### src/hdl/pwr_seq_pkg.sv
// Purpose: Shared constants and types for the power, reset and boot sequencer
// Assumes: 200 MHz sys_clk
// Notes:   Strap vectors are ordered {strap2, strap1, strap0}, 1 = floating

`default_nettype none

package pwr_seq_pkg;

    // ****************************************
    // Timing
    // ****************************************
    localparam int     CLK_MHZ       = 200;
    localparam int     SETTLE_US     = 10;
    localparam int     SETTLE_CYCLES = SETTLE_US * CLK_MHZ;
    localparam int     SETTLE_W      = 12;
    localparam int     HOLD_S        = 5;
    localparam longint HOLD_CYCLES_L = longint'(HOLD_S) * CLK_MHZ * 1000000;
    localparam int     HOLD_W        = 30;

    // ****************************************
    // Synchroniser bit map
    // ****************************************
    localparam int         SYNC_W     = 8;
    localparam int         IDX_FAULT  = 0;
    localparam int         IDX_EXTRST = 1;
    localparam int         IDX_BUTTON = 2;
    localparam int         IDX_RECOV  = 3;
    localparam int         IDX_STRAP  = 4;
    localparam int         IDX_RAIL   = 7;
    localparam logic [7:0] SYNC_RST   = 8'h7e;

    // ****************************************
    // Strap codes, 0 = grounded
    // ****************************************
    localparam logic [2:0] STRAP_FUSE = 3'h7;
    localparam logic [2:0] STRAP_SPI  = 3'h1;
    localparam logic [2:0] STRAP_SD   = 3'h4;
    localparam logic [2:0] STRAP_EMMC = 3'h5;
    localparam logic [2:0] STRAP_DL   = 3'h6;

    typedef enum logic [2:0] {
        BOOT_FUSE = 3'h0,
        BOOT_SPI  = 3'h1,
        BOOT_SD   = 3'h2,
        BOOT_EMMC = 3'h3,
        BOOT_DL   = 3'h4
    } boot_src_t;

    typedef enum logic [2:0] {
        ST_OFF        = 3'h0,
        ST_CARRIER_UP = 3'h1,
        ST_RUN        = 3'h2,
        ST_SUSPEND    = 3'h3,
        ST_HALT       = 3'h4
    } state_t;

    // Strap decode, unlisted patterns fall back to the fuse default
    function automatic boot_src_t strap_decode(input logic [2:0] s);
        boot_src_t r;
        r = BOOT_FUSE;
        case (s)
            STRAP_SPI:  r = BOOT_SPI;
            STRAP_SD:   r = BOOT_SD;
            STRAP_EMMC: r = BOOT_EMMC;
            STRAP_DL:   r = BOOT_DL;
            default:    r = BOOT_FUSE;
        endcase
        return r;
    endfunction

endpackage

`default_nettype wire

### src/hdl/carrier_pins_if.sv
// Purpose: Carries raw carrier inputs to the synchroniser and synced copies back
// Assumes: One clock domain on the synced side
// Notes:   Bit map given by the IDX_ constants

`timescale 1ns/1ps
`default_nettype none

interface carrier_pins_if;
    logic [7:0] raw;
    logic [7:0] synced;

    modport sync_side (
        input  raw,
        output synced
    );
    modport user (
        output raw,
        input  synced
    );
endinterface

`default_nettype wire

### src/hdl/pin_sync.sv
// Purpose: Two-flop synchroniser bank for the asynchronous carrier inputs
// Assumes: Inputs may change at any time relative to sys_clk
// Notes:   Reset values put the sequencer in its safe, unpowered view

`timescale 1ns/1ps
`default_nettype none

module pin_sync (
    input wire logic       sys_clk,
    input wire logic       rst,
    carrier_pins_if.sync_side pins
);

    // ****************************************
    // Synchroniser stages
    // ****************************************
    logic [7:0] meta_r;
    logic [7:0] sync_r;

    // One pair of flops per input bit
    for (genvar i = 0; i < pwr_seq_pkg::SYNC_W; i++) begin : g_bit
        always_ff @(posedge sys_clk or posedge rst) begin
            if (rst) begin
                meta_r[i] <= pwr_seq_pkg::SYNC_RST[i];
                sync_r[i] <= pwr_seq_pkg::SYNC_RST[i];
            end else begin
                meta_r[i] <= pins.raw[i];
                sync_r[i] <= meta_r[i];
            end
        end
    end

    assign pins.synced = sync_r;

endmodule

`default_nettype wire

### src/hdl/power_boot_seq.sv
// Purpose: Module power, reset and boot-source sequencer facing the carrier
// Assumes: All carrier inputs asynchronous; suspend_req synchronous to sys_clk
// Notes:   Function

`timescale 1ns/1ps
`default_nettype none

module power_boot_seq #(
    parameter logic [29:0] HOLD_CYCLES = 30'(pwr_seq_pkg::HOLD_CYCLES_L)
) (
    input  wire logic       sys_clk,
    input  wire logic       rst,
    input  wire logic       main_rail_present,
    input  wire logic       input_power_fault_n,
    input  wire logic       external_reset_request_n,
    input  wire logic       power_button_n,
    input  wire logic       recovery_force_n,
    input  wire logic [2:0] boot_select_n,
    input  wire logic       suspend_req,
    output logic            core_power_enable,
    output logic            carrier_supply_enable,
    output logic            carrier_standby_n,
    output logic            module_reset_out_n,
    output logic [2:0]      boot_source,
    output logic            usb_port_zero_download_en,
    output logic            powered_off
);

    // ****************************************
    // Input synchronisation
    // ****************************************
    carrier_pins_if pins ();

    // Raw pin bundle into the synchroniser
    assign pins.raw = {main_rail_present, boot_select_n, recovery_force_n,
                       power_button_n, external_reset_request_n,
                       input_power_fault_n};

    pin_sync u_sync (
        .sys_clk (sys_clk),
        .rst     (rst),
        .pins    (pins.sync_side)
    );

    logic       fault_n_s;
    logic       ext_rst_n_s;
    logic       button_n_s;
    logic       recov_n_s;
    logic [2:0] strap_s;
    logic       rail_s;

    // Synced views
    assign fault_n_s   = pins.synced[pwr_seq_pkg::IDX_FAULT];
    assign ext_rst_n_s = pins.synced[pwr_seq_pkg::IDX_EXTRST];
    assign button_n_s  = pins.synced[pwr_seq_pkg::IDX_BUTTON];
    assign recov_n_s   = pins.synced[pwr_seq_pkg::IDX_RECOV];
    assign strap_s     = pins.synced[pwr_seq_pkg::IDX_STRAP +: 3];
    assign rail_s      = pins.synced[pwr_seq_pkg::IDX_RAIL];

    // ****************************************
    // Counters
    // ****************************************
    pwr_seq_pkg::state_t      state_r;
    pwr_seq_pkg::state_t      state_nxt;
    logic [11:0]              settle_cnt_r;
    logic [29:0]              hold_cnt_r;
    logic                     settle_done;
    logic                     long_press;
    logic                     power_ok;
    logic                     armed_r;

    assign settle_done = settle_cnt_r == 12'(pwr_seq_pkg::SETTLE_CYCLES - 1);
    assign long_press  = hold_cnt_r == HOLD_CYCLES;
    assign power_ok    = rail_s && fault_n_s;

    // Settling time while carrier power comes up
    always_ff @(posedge sys_clk or posedge rst) begin
        if (rst) begin
            settle_cnt_r <= 12'h000;
        end else if (state_r != pwr_seq_pkg::ST_CARRIER_UP) begin
            settle_cnt_r <= 12'h000;
        end else if (!settle_done) begin
            settle_cnt_r <= settle_cnt_r + 12'h001;
        end
    end

    // Button hold time, restarts on release and saturates
    always_ff @(posedge sys_clk or posedge rst) begin
        if (rst) begin
            hold_cnt_r <= 30'h00000000;
        end else if (button_n_s) begin
            hold_cnt_r <= 30'h00000000;
        end else if (!long_press) begin
            hold_cnt_r <= hold_cnt_r + 30'h00000001;
        end
    end

    // Button must be seen released before it can wake from power-off
    always_ff @(posedge sys_clk or posedge rst) begin
        if (rst) begin
            armed_r <= 1'b0;
        end else if (state_r != pwr_seq_pkg::ST_HALT) begin
            armed_r <= 1'b0;
        end else if (button_n_s) begin
            armed_r <= 1'b1;
        end
    end

    // ****************************************
    // Sequencer
    // ****************************************
    // Next state; fault wins over everything else, long press over all but ST_OFF and ST_HALT
    always_comb begin
        state_nxt = state_r;
        unique case (state_r)
            pwr_seq_pkg::ST_OFF: begin
                if (power_ok) begin
                    state_nxt = pwr_seq_pkg::ST_CARRIER_UP;
                end
            end
            pwr_seq_pkg::ST_CARRIER_UP: begin
                if (settle_done && ext_rst_n_s) begin
                    state_nxt = pwr_seq_pkg::ST_RUN;
                end
            end
            pwr_seq_pkg::ST_RUN: begin
                if (!ext_rst_n_s) begin
                    state_nxt = pwr_seq_pkg::ST_CARRIER_UP;
                end else if (suspend_req) begin
                    state_nxt = pwr_seq_pkg::ST_SUSPEND;
                end
            end
            pwr_seq_pkg::ST_SUSPEND: begin
                if (!ext_rst_n_s) begin
                    state_nxt = pwr_seq_pkg::ST_CARRIER_UP;
                end else if (!button_n_s) begin
                    state_nxt = pwr_seq_pkg::ST_RUN;
                end
            end
            pwr_seq_pkg::ST_HALT: begin
                if (armed_r && !button_n_s) begin
                    state_nxt = pwr_seq_pkg::ST_CARRIER_UP;
                end
            end
            default: begin
                state_nxt = pwr_seq_pkg::ST_OFF;
            end
        endcase
        if (!power_ok) begin
            state_nxt = pwr_seq_pkg::ST_OFF;
        end else if (long_press && state_r != pwr_seq_pkg::ST_HALT
                     && state_r != pwr_seq_pkg::ST_OFF) begin
            state_nxt = pwr_seq_pkg::ST_HALT;
        end
    end

    // State register
    always_ff @(posedge sys_clk or posedge rst) begin
        if (rst) begin
            state_r <= pwr_seq_pkg::ST_OFF;
        end else begin
            state_r <= state_nxt;
        end
    end

    // ****************************************
    // Power and reset outputs
    // ****************************************
    // Outputs registered from the next state so they track state_r
    always_ff @(posedge sys_clk or posedge rst) begin
        if (rst) begin
            carrier_supply_enable <= 1'b0;
            carrier_standby_n     <= 1'b0;
            core_power_enable     <= 1'b0;
            module_reset_out_n    <= 1'b0;
            powered_off           <= 1'b1;
        end else begin
            carrier_supply_enable <= state_nxt == pwr_seq_pkg::ST_CARRIER_UP
                                  || state_nxt == pwr_seq_pkg::ST_RUN
                                  || state_nxt == pwr_seq_pkg::ST_SUSPEND;
            carrier_standby_n     <= state_nxt == pwr_seq_pkg::ST_CARRIER_UP
                                  || state_nxt == pwr_seq_pkg::ST_RUN;
            core_power_enable     <= state_nxt == pwr_seq_pkg::ST_CARRIER_UP
                                  || state_nxt == pwr_seq_pkg::ST_RUN;
            module_reset_out_n    <= state_nxt == pwr_seq_pkg::ST_RUN
                                  || state_nxt == pwr_seq_pkg::ST_SUSPEND;
            powered_off           <= state_nxt == pwr_seq_pkg::ST_OFF
                                  || state_nxt == pwr_seq_pkg::ST_HALT;
        end
    end

    // ****************************************
    // Boot source latch
    // ****************************************
    logic                    boot_take;
    pwr_seq_pkg::boot_src_t  boot_sel_nxt;
    pwr_seq_pkg::boot_src_t  boot_src_r;

    assign boot_take = state_r == pwr_seq_pkg::ST_CARRIER_UP
                    && state_nxt == pwr_seq_pkg::ST_RUN;

    // Recovery pin overrides the straps
    always_comb begin
        if (!recov_n_s) begin
            boot_sel_nxt = pwr_seq_pkg::BOOT_DL;
        end else begin
            boot_sel_nxt = pwr_seq_pkg::strap_decode(strap_s);
        end
    end

    // Sampled once per reset release, held until the next
    always_ff @(posedge sys_clk or posedge rst) begin
        if (rst) begin
            boot_src_r <= pwr_seq_pkg::BOOT_FUSE;
        end else if (boot_take) begin
            boot_src_r <= boot_sel_nxt;
        end
    end

    // Download port enable follows the latched source while in ST_RUN
    always_ff @(posedge sys_clk or posedge rst) begin
        if (rst) begin
            usb_port_zero_download_en <= 1'b0;
        end else begin
            usb_port_zero_download_en <= state_nxt == pwr_seq_pkg::ST_RUN
                && (boot_take ? boot_sel_nxt : boot_src_r)
                   == pwr_seq_pkg::BOOT_DL;
        end
    end

    assign boot_source = boot_src_r;
endmodule

`default_nettype wire

### config.mk
export PLATFORM = sky130hd
export DESIGN_NAME = power_boot_seq
export DESIGN_NICKNAME = d
export VERILOG_FILES = /design/src/hdl/pwr_seq_pkg.sv /design/src/hdl/carrier_pins_if.sv /design/src/hdl/pin_sync.sv /design/src/hdl/power_boot_seq.sv
export SDC_FILE = /design/constraint.sdc
export NUM_CORES = 1
export LEC_CHECK = 0
export BUFFER_PORTS_ARGS = -buffer_cell sky130_fd_sc_hd__buf_2
export CORE_ASPECT_RATIO = 0.9
export CORE_MARGIN = 4
export CORE_UTILIZATION = 45
export CTS_CLUSTER_SIZE = 24
export DETAILED_ROUTE_END_ITERATION = 6
export PLACE_DENSITY_LB_ADDON = 0.15
export SLEW_MARGIN = 30
export SYNTH_ARGS = -nofsm -noshare
export SYNTH_HDL_FRONTEND = slang
export SYNTH_SLANG_ARGS = --single-unit
### constraint.sdc
create_clock -name sys_clk -period 2.26 [get_ports sys_clk]
set_clock_uncertainty 0.1 [all_clocks]
set_input_delay 0.452 -clock sys_clk [delete_from_list [all_inputs] [get_ports sys_clk]]
set_output_delay 0.452 -clock sys_clk [all_outputs]
set_load 0.03 [all_outputs]
==> results of run 1 <==
[power groups by stage]
stage,Clock [W],Combinational [W],Sequential (W)
6_report,0.00115,0.000104,0.00130
5_1_grt,0.00124,0.000120,0.00131
4_1_cts,0.00119,0.000108,0.00130
3_5_place_dp,0,0.000107,0.00133
3_3_place_gp,0,0.000105,0.00133
2_1_floorplan,0,0.0000656,0.00133
[cell usage in the layout, fill, tap and decap left out, types with 2 or more instances in the layout]
master / count
o21ai_0: 6
inv_6: 3
ha_1: 3
a21o_1: 2
a21oi_1: 5
nand3_1: 13
nor3b_1: 4
nor2b_1: 3
dfstp_2: 13
and3_2: 4
and3_1: 4
nor2_1: 45
buf_4: 8
inv_1: 9
and4_1: 5
clkinvlp_4: 2
nand3b_1: 2
clkbuf_8: 9
xnor2_1: 20
nand4_1: 8
buf_2: 19
xor2_1: 18
mux2_4: 3
nand2_1: 16
and2_1: 7
bufinv_16: 2
nor4_1: 7
dfrtp_1: 57
and3b_1: 2
or2_2: 3
nor3_1: 7
nor4b_1: 6
[logic make-up (layout without fill, tap and decap cells)]
| kind of cell | Yosys count | count (layout) | share of synthesized area [%] |
|---|---|---|---|
| muxes | 4 | 4 | 1.70 |
| adders and majority gates | 3 | 3 | 1.16 |
| DFF | 70 | 70 | 54.7 |
| AOI/OAI and AO/OA | 18 | 18 | 3.29 |
| and+or+nand+nor | 147 | 147 | 26.0 |
| buffers and inverters | 20 | 53 | 2.79 |
| xor gates and xnor gates | 38 | 38 | 10.3 |
[registers in the layout, indices dropped and copies added, names as in the netlist]
name	flops
u_sync.meta_r	8
state_r	3
boot_source	3
usb_port_zero_download_en	1
settle_cnt_r	12
carrier_supply_enable	1
module_reset_out_n	1
u_sync.pins.synced	8
armed_r	1
powered_off	1
hold_cnt_r	30
carrier_standby_n	1
[area by class of cell]
type,instances,share of cell area [%]
repair buffers,27,4.22
well taps,93,3.16
multi-input cells,210,37.3
flip-flops and latches,70,48.0
clock inverters,7,2.79
clock buffers,9,3.37
inverters,10,1.12
[path summary, 6_finish.rpt]
kind                                        startpoint                              end  slack [ns]
min                                   boot_select_n[1]       u_sync.meta_r[5]$_DFF_PP1_        0.09
max                        settle_cnt_r[0]$_DFFE_PP0P_         boot_source[2]$_DFF_PP0_        0.09
min in group asynchronous                          rst     settle_cnt_r[11]$_DFFE_PP0P_        0.10
min reg2reg                 u_sync.meta_r[6]$_DFF_PP1_  u_sync.pins.synced[6]$_DFF_PP1_        0.25
max in group asynchronous                          rst       u_sync.meta_r[3]$_DFF_PP1_        1.52
max reg2reg                settle_cnt_r[0]$_DFFE_PP0P_         boot_source[2]$_DFF_PP0_        0.09
[per-stage QoR]
stage          util (%)  setup slack [ns]  cell area, um2  std cells  power [W]
4_1_cts            52.5            0.0907            3680        426    0.00260
5_1_grt            52.5            0.0122            3680        426    0.00267
3_5_place_dp       49.3             0.117            3450        410    0.00143
3_3_place_gp       49.3             0.180            3450        410    0.00143
2_1_floorplan         -             0.211            3230        300    0.00139
6_report           52.5            0.0909            3680        426    0.00256
[layer usage]
| metal | track usage (%) | routed length [um] | vias up |
|---|---|---|---|
| li1 | - | - | 1077 |
| met1 | 21.7 | 3130 | 1044 |
| met2 | 21.6 | 2550 | 26 |
| met3 | 4.65 | 209 | 6 |
| met4 | 4.53 | 49 | 0 |
| met5 | 0 | 0 | - |
==> flow_summary.ini, run 1 <==
[pwr]
switching_share_pct = 23.6
ir_worst_vdd_uv = 510
power_frac_seq_pct = 51.0
switchingPower_w = 0.000603
p_clk_share_pct = 45.0
p_leak_nw = 1.58
p_per_area_mw_per_mm2 = 695
p_int_w = 0.00195
combPwrFrac_pct = 4.1

[synth]
avgSynthCellArea_um2 = 10.8
async_reset_ff_share_pct = 100
yosys.area.top_type_share_pct = 44.2
yosysWarningCount = 0
synth_edf_count = 0
synth_top_cell_by_area = dfrtp_1
synth_seq_area_share_pct = 54.7
yosysMostFrequentCell = dfrtp_1
syn_inst = 300
syn-cell-area_mm2 = 0.00323
ys_seq_elements = 70
yosysUniqueCellTypes = 48
netlist_top_cells_count = 57 x dfrtp_1, 45 x nor2_1, 20 x xnor2_1
synth_fp_nets = 314
synth_area_leaders = dfrtp_1 44%, dfstp_2 11%, xnor2_1 5.4%, nor2_1 5.2%, xor2_1 4.9%
synth_ff_type = dfrtp_1

[clock_network]
cts_resized = 0
clk_path_buf_depth = 2
clockRootBuffer = clkbuf_8
numCtsBuffers = 9
cts_setup_buffers = 0
clkTransAtPathRegs_ns = 0.09
htree_levels = 3
tritoncts = yes
ctsHoldBuffers = 0
clk_latency_ns = 0.35
clock_sinks = 70

[setup_path]
max_stage_delay_ns = 0.59
critPathRequiredTime_ns = 2.39
reg2reg_depth = 5
cp_top_family = simple AND/OR/NAND/NOR gates
startpoint_type = flip-flop
worstPathMaxFanout = 7
arrival_ns = 2.30
crit_chain = ha_1, and3_2, nand3_4, or4_4, mux2_4
cp_num_cells = 5
crit_buf_inv = 0
worstSetupPathType = flip-flop to flip-flop
worst_setup_path_end_kind = flip-flop
slowest_stage = or4_4

[global_routing]
grt_antenna_before_repair = 0
overflow = 0
grtUsageTotal_pct = 14.9
grt_pass1_vias = 2083
grt_max_degree = 43
grt_first_pass_wirelength_mm = 10.2

[placed_design]
place_congestion = 0.724
io_buffers = 19
hpwlAfterDp_mm = 4.02

[min_path]
whs_path_depth = 1
holdCritPathClass = input port to flip-flop

[die]
core_mm2 = 0.00700
initial_utilization_pct = 46.1
num_rows = 29
die_w_um = 97.3
fp.dieH_um = 88.4
io_pins = 20
die-area_mm2 = 0.00860

[drt]
wirelength_mm = 5.94
vias = 2153
post_drt_via_cell_ratio = 5.05
drt_pass1_iterations = 4
drc = 0
routedWlPerCell_um = 13.9
drtAntennaViolNets = 0
drtIter0Drc = 119

[final_layout]
multiInputGateArea_mm2 = 0.00137
nets = 342
layout-drive-gt1-share_pct = 22.2
ff_latch_area_mm2 = 0.00177
fillCellCount = 614
antenna_cells_inserted = 0
areaGrowthSynthToFinish_pct = 13.9

[sta]
maxSlewHeadroom_pct = 65.1
tightest_slew_ns = 0.523
maxSlewViolCount = 0
fmax_mhz = 461
timing.hold.ws_ns = 0.0891
rsz0062_at_grt = false
finalHoldViolCount = 0
setup_tns_ns = 0
setup_viol = 0
period_needed_ns = 2.17
min_period_over_period_pct = 96.0

[status]
run_status = completed

[run]
drv_cap = 0
Power figures use the tool's default switching activity.
==> run 2, diff against run 1 <==
--- a/config.mk
+++ b/config.mk
@@ -12,7 +12,7 @@
 export CTS_CLUSTER_SIZE = 24
 export DETAILED_ROUTE_END_ITERATION = 6
 export PLACE_DENSITY_LB_ADDON = 0.15
-export SLEW_MARGIN = 30
+export SETUP_SLACK_MARGIN = 0.5
 export SYNTH_ARGS = -nofsm -noshare
 export SYNTH_HDL_FRONTEND = slang
 export SYNTH_SLANG_ARGS = --single-unit
==> flow_summary.ini, run 2 (synthesized netlist as in run 1, its figures left out) <==
[setup_path]
arrival_ns = 2.09
r2r_start = hold_cnt_r[0]$_DFFE_PP0P_
worst_setup_path_end_kind = flip-flop
r2r_slack_ns = 0.29
r2r-end = boot_source[2]$_DFF_PP0_
startpoint_type = flip-flop
critPathRequiredTime_ns = 2.39
worstSetupPathType = flip-flop to flip-flop
reg2reg_depth = 7
worstPathMaxFanout = 3

[drt]
routedWlPerCell_um = 15.0
drt_pass1_iterations = 4
drc = 0
wirelength_mm = 6.89
drtAntennaViolNets = 0
drtIter0Drc = 121
vias = 2383
post_drt_via_cell_ratio = 5.19

[die]
io_pins = 20
num_rows = 29
initial_utilization_pct = 46.1
die-area_mm2 = 0.00860
core_mm2 = 0.00700
fp.dieH_um = 88.4
die_w_um = 97.3

[final_layout]
mostFrequentLayoutCells = 49 x dfrtp_1, 43 x nor2_1, 27 x buf_4, 19 x buf_2
largest_reg_flops = 30
reg_top3 = hold_cnt_r x30, settle_cnt_r x12
stdcell_area_mm2 = 0.00432
regMostFlops = hold_cnt_r
nets = 375
areaGrowthSynthToFinish_pct = 33.6
antenna_cells_inserted = 0
layout-drive-gt1-share_pct = 41.3
mostFrequentLayoutCell = dfrtp_1

[pwr]
power_frac_seq_pct = 50.7
p_clk_share_pct = 43.1
ir_worst_vdd_uv = 434
p_per_area_mw_per_mm2 = 596
combPwrFrac_pct = 6.2
switchingPower_w = 0.000591
p_leak_nw = 1.92
p_int_w = 0.00198
finalPower_w = 0.00257
switching_share_pct = 23.0

[clock_network]
numCtsBuffers = 9
clk_path_buf_depth = 2
clockRootBuffer = clkbuf_8
tritoncts = yes
clk_latency_ns = 0.35
clkTransAtPathRegs_ns = 0.08
htree_levels = 3
clock_sinks = 70

[global_routing]
grt_first_pass_wirelength_mm = 11.2
grtUsageTotal_pct = 16.6
overflow = 0
grt_max_degree = 56
grt_antenna_before_repair = 0
grt_pass1_vias = 2310

[sta]
setup_viol = 0
maxSlewHeadroom_pct = 67.5
fmax_mhz = 509
maxSlewViolCount = 0
period_needed_ns = 1.97
rsz0062_at_grt = true
tightest_slew_ns = 0.484
setup_tns_ns = 0
finalHoldViolCount = 0
min_period_over_period_pct = 87.0

[status]
run_status = completed

[placed_design]
dpl_cell_area_mm2 = 0.00347
io_buffers = 19
place_congestion = 0.808
hpwlAfterDp_mm = 4.09

[run]
drv_cap = 0

[min_path]
whs_path_depth = 1
holdCritPathClass = input port to flip-flop
min_to = u_sync.meta_r[6]$_DFF_PP1_
min-delay-start = boot_select_n[2]
[run 2: changes by cell type in the layout (fill, tap and decap cells not counted), moves of 4 or more]
cell	change
nor3b_2	+4
dfrtp_2	+8
nor4_1	-6
nor4_4	+5
buf_4	+19
buf_6	+9
nor3b_1	-4
dfrtp_1	-8
nor4b_1	-5
[run 2: what timing repair did]
action,CTS,global route
cloned,0,0
setup buffers,11,22
endpoints found under the hold margin,15,0
pin swaps,12,24
endpoints found under the setup margin,27,34
gates resized for setup,39,34
hold buffers,1,0
[run 2: critical path: stages, from the launching register on]
cell	delay, ns
dfrtp_2	0.39
inv_2	0.06
ha_4	0.14
nor4b_4	0.12
nand4_1	0.15
nor2_4	0.04
or4_4	0.52
mux2_4	0.32
[run 2: area by class of cell]
type                    count  area (um2)
flip-flops and latches     70        1780
multi-input cells         210        1670
repair buffers             60         484
inverters                  10        41.3
well taps                  93         116
clock buffers               9         124
fillers                   556        2690
clock inverters             7        98.8
[run 2: how the worst max path moves through the flow]
stage | from | to | slack, ns
after floorplan | hold_cnt_r[0]$_DFFE_PP0P_ | boot_source[0]$_DFF_PP0_ | 0.27
after global routing | hold_cnt_r[0]$_DFFE_PP0P_ | boot_source[2]$_DFF_PP0_ | 0.25
final | hold_cnt_r[0]$_DFFE_PP0P_ | boot_source[2]$_DFF_PP0_ | 0.29
after CTS | hold_cnt_r[1]$_DFFE_PP0P_ | boot_source[2]$_DFF_PP0_ | 0.24
after detailed placement | hold_cnt_r[0]$_DFFE_PP0P_ | boot_source[2]$_DFF_PP0_ | 0.18
after global placement | hold_cnt_r[0]$_DFFE_PP0P_ | boot_source[0]$_DFF_PP0_ | 0.25
[run 2: metal layers]
metal | GRT usage, % | wire, um | share of wire (%) | vias to the layer above
li1 | - | - | - | 1147
met1 | 22.0 | 3120 | 45 | 1173
met2 | 26.1 | 3320 | 48 | 48
met3 | 5.59 | 317 | 4.6 | 15
met4 | 5.66 | 131 | 1.9 | 0
met5 | 0 | 0 | 0 | -
[run 2: power by group through the flow]
stage	Sequential (W)	Clock, W	Combinational (W)
after floorplan	0.00133	0	0.0000669
after global placement	0.00133	0	0.000105
after detailed placement	0.00133	0	0.000106
after CTS	0.00130	0.00114	0.000144
after global routing	0.00131	0.00120	0.000177
final	0.00130	0.00111	0.000159
[run 2: metrics by stage]
stage | hold WS, ns | instances | worst slack [ns] | util (%)
after floorplan | 0.231 | 300 | 0.270 | -
after CTS | 0.0711 | 437 | 0.239 | 56.8
after detailed placement | 0.235 | 409 | 0.182 | 49.5
final | 0.0950 | 459 | 0.295 | 61.6
after global routing | 0.0636 | 459 | 0.252 | 61.6
after global placement | 0.234 | 409 | 0.245 | 49.5
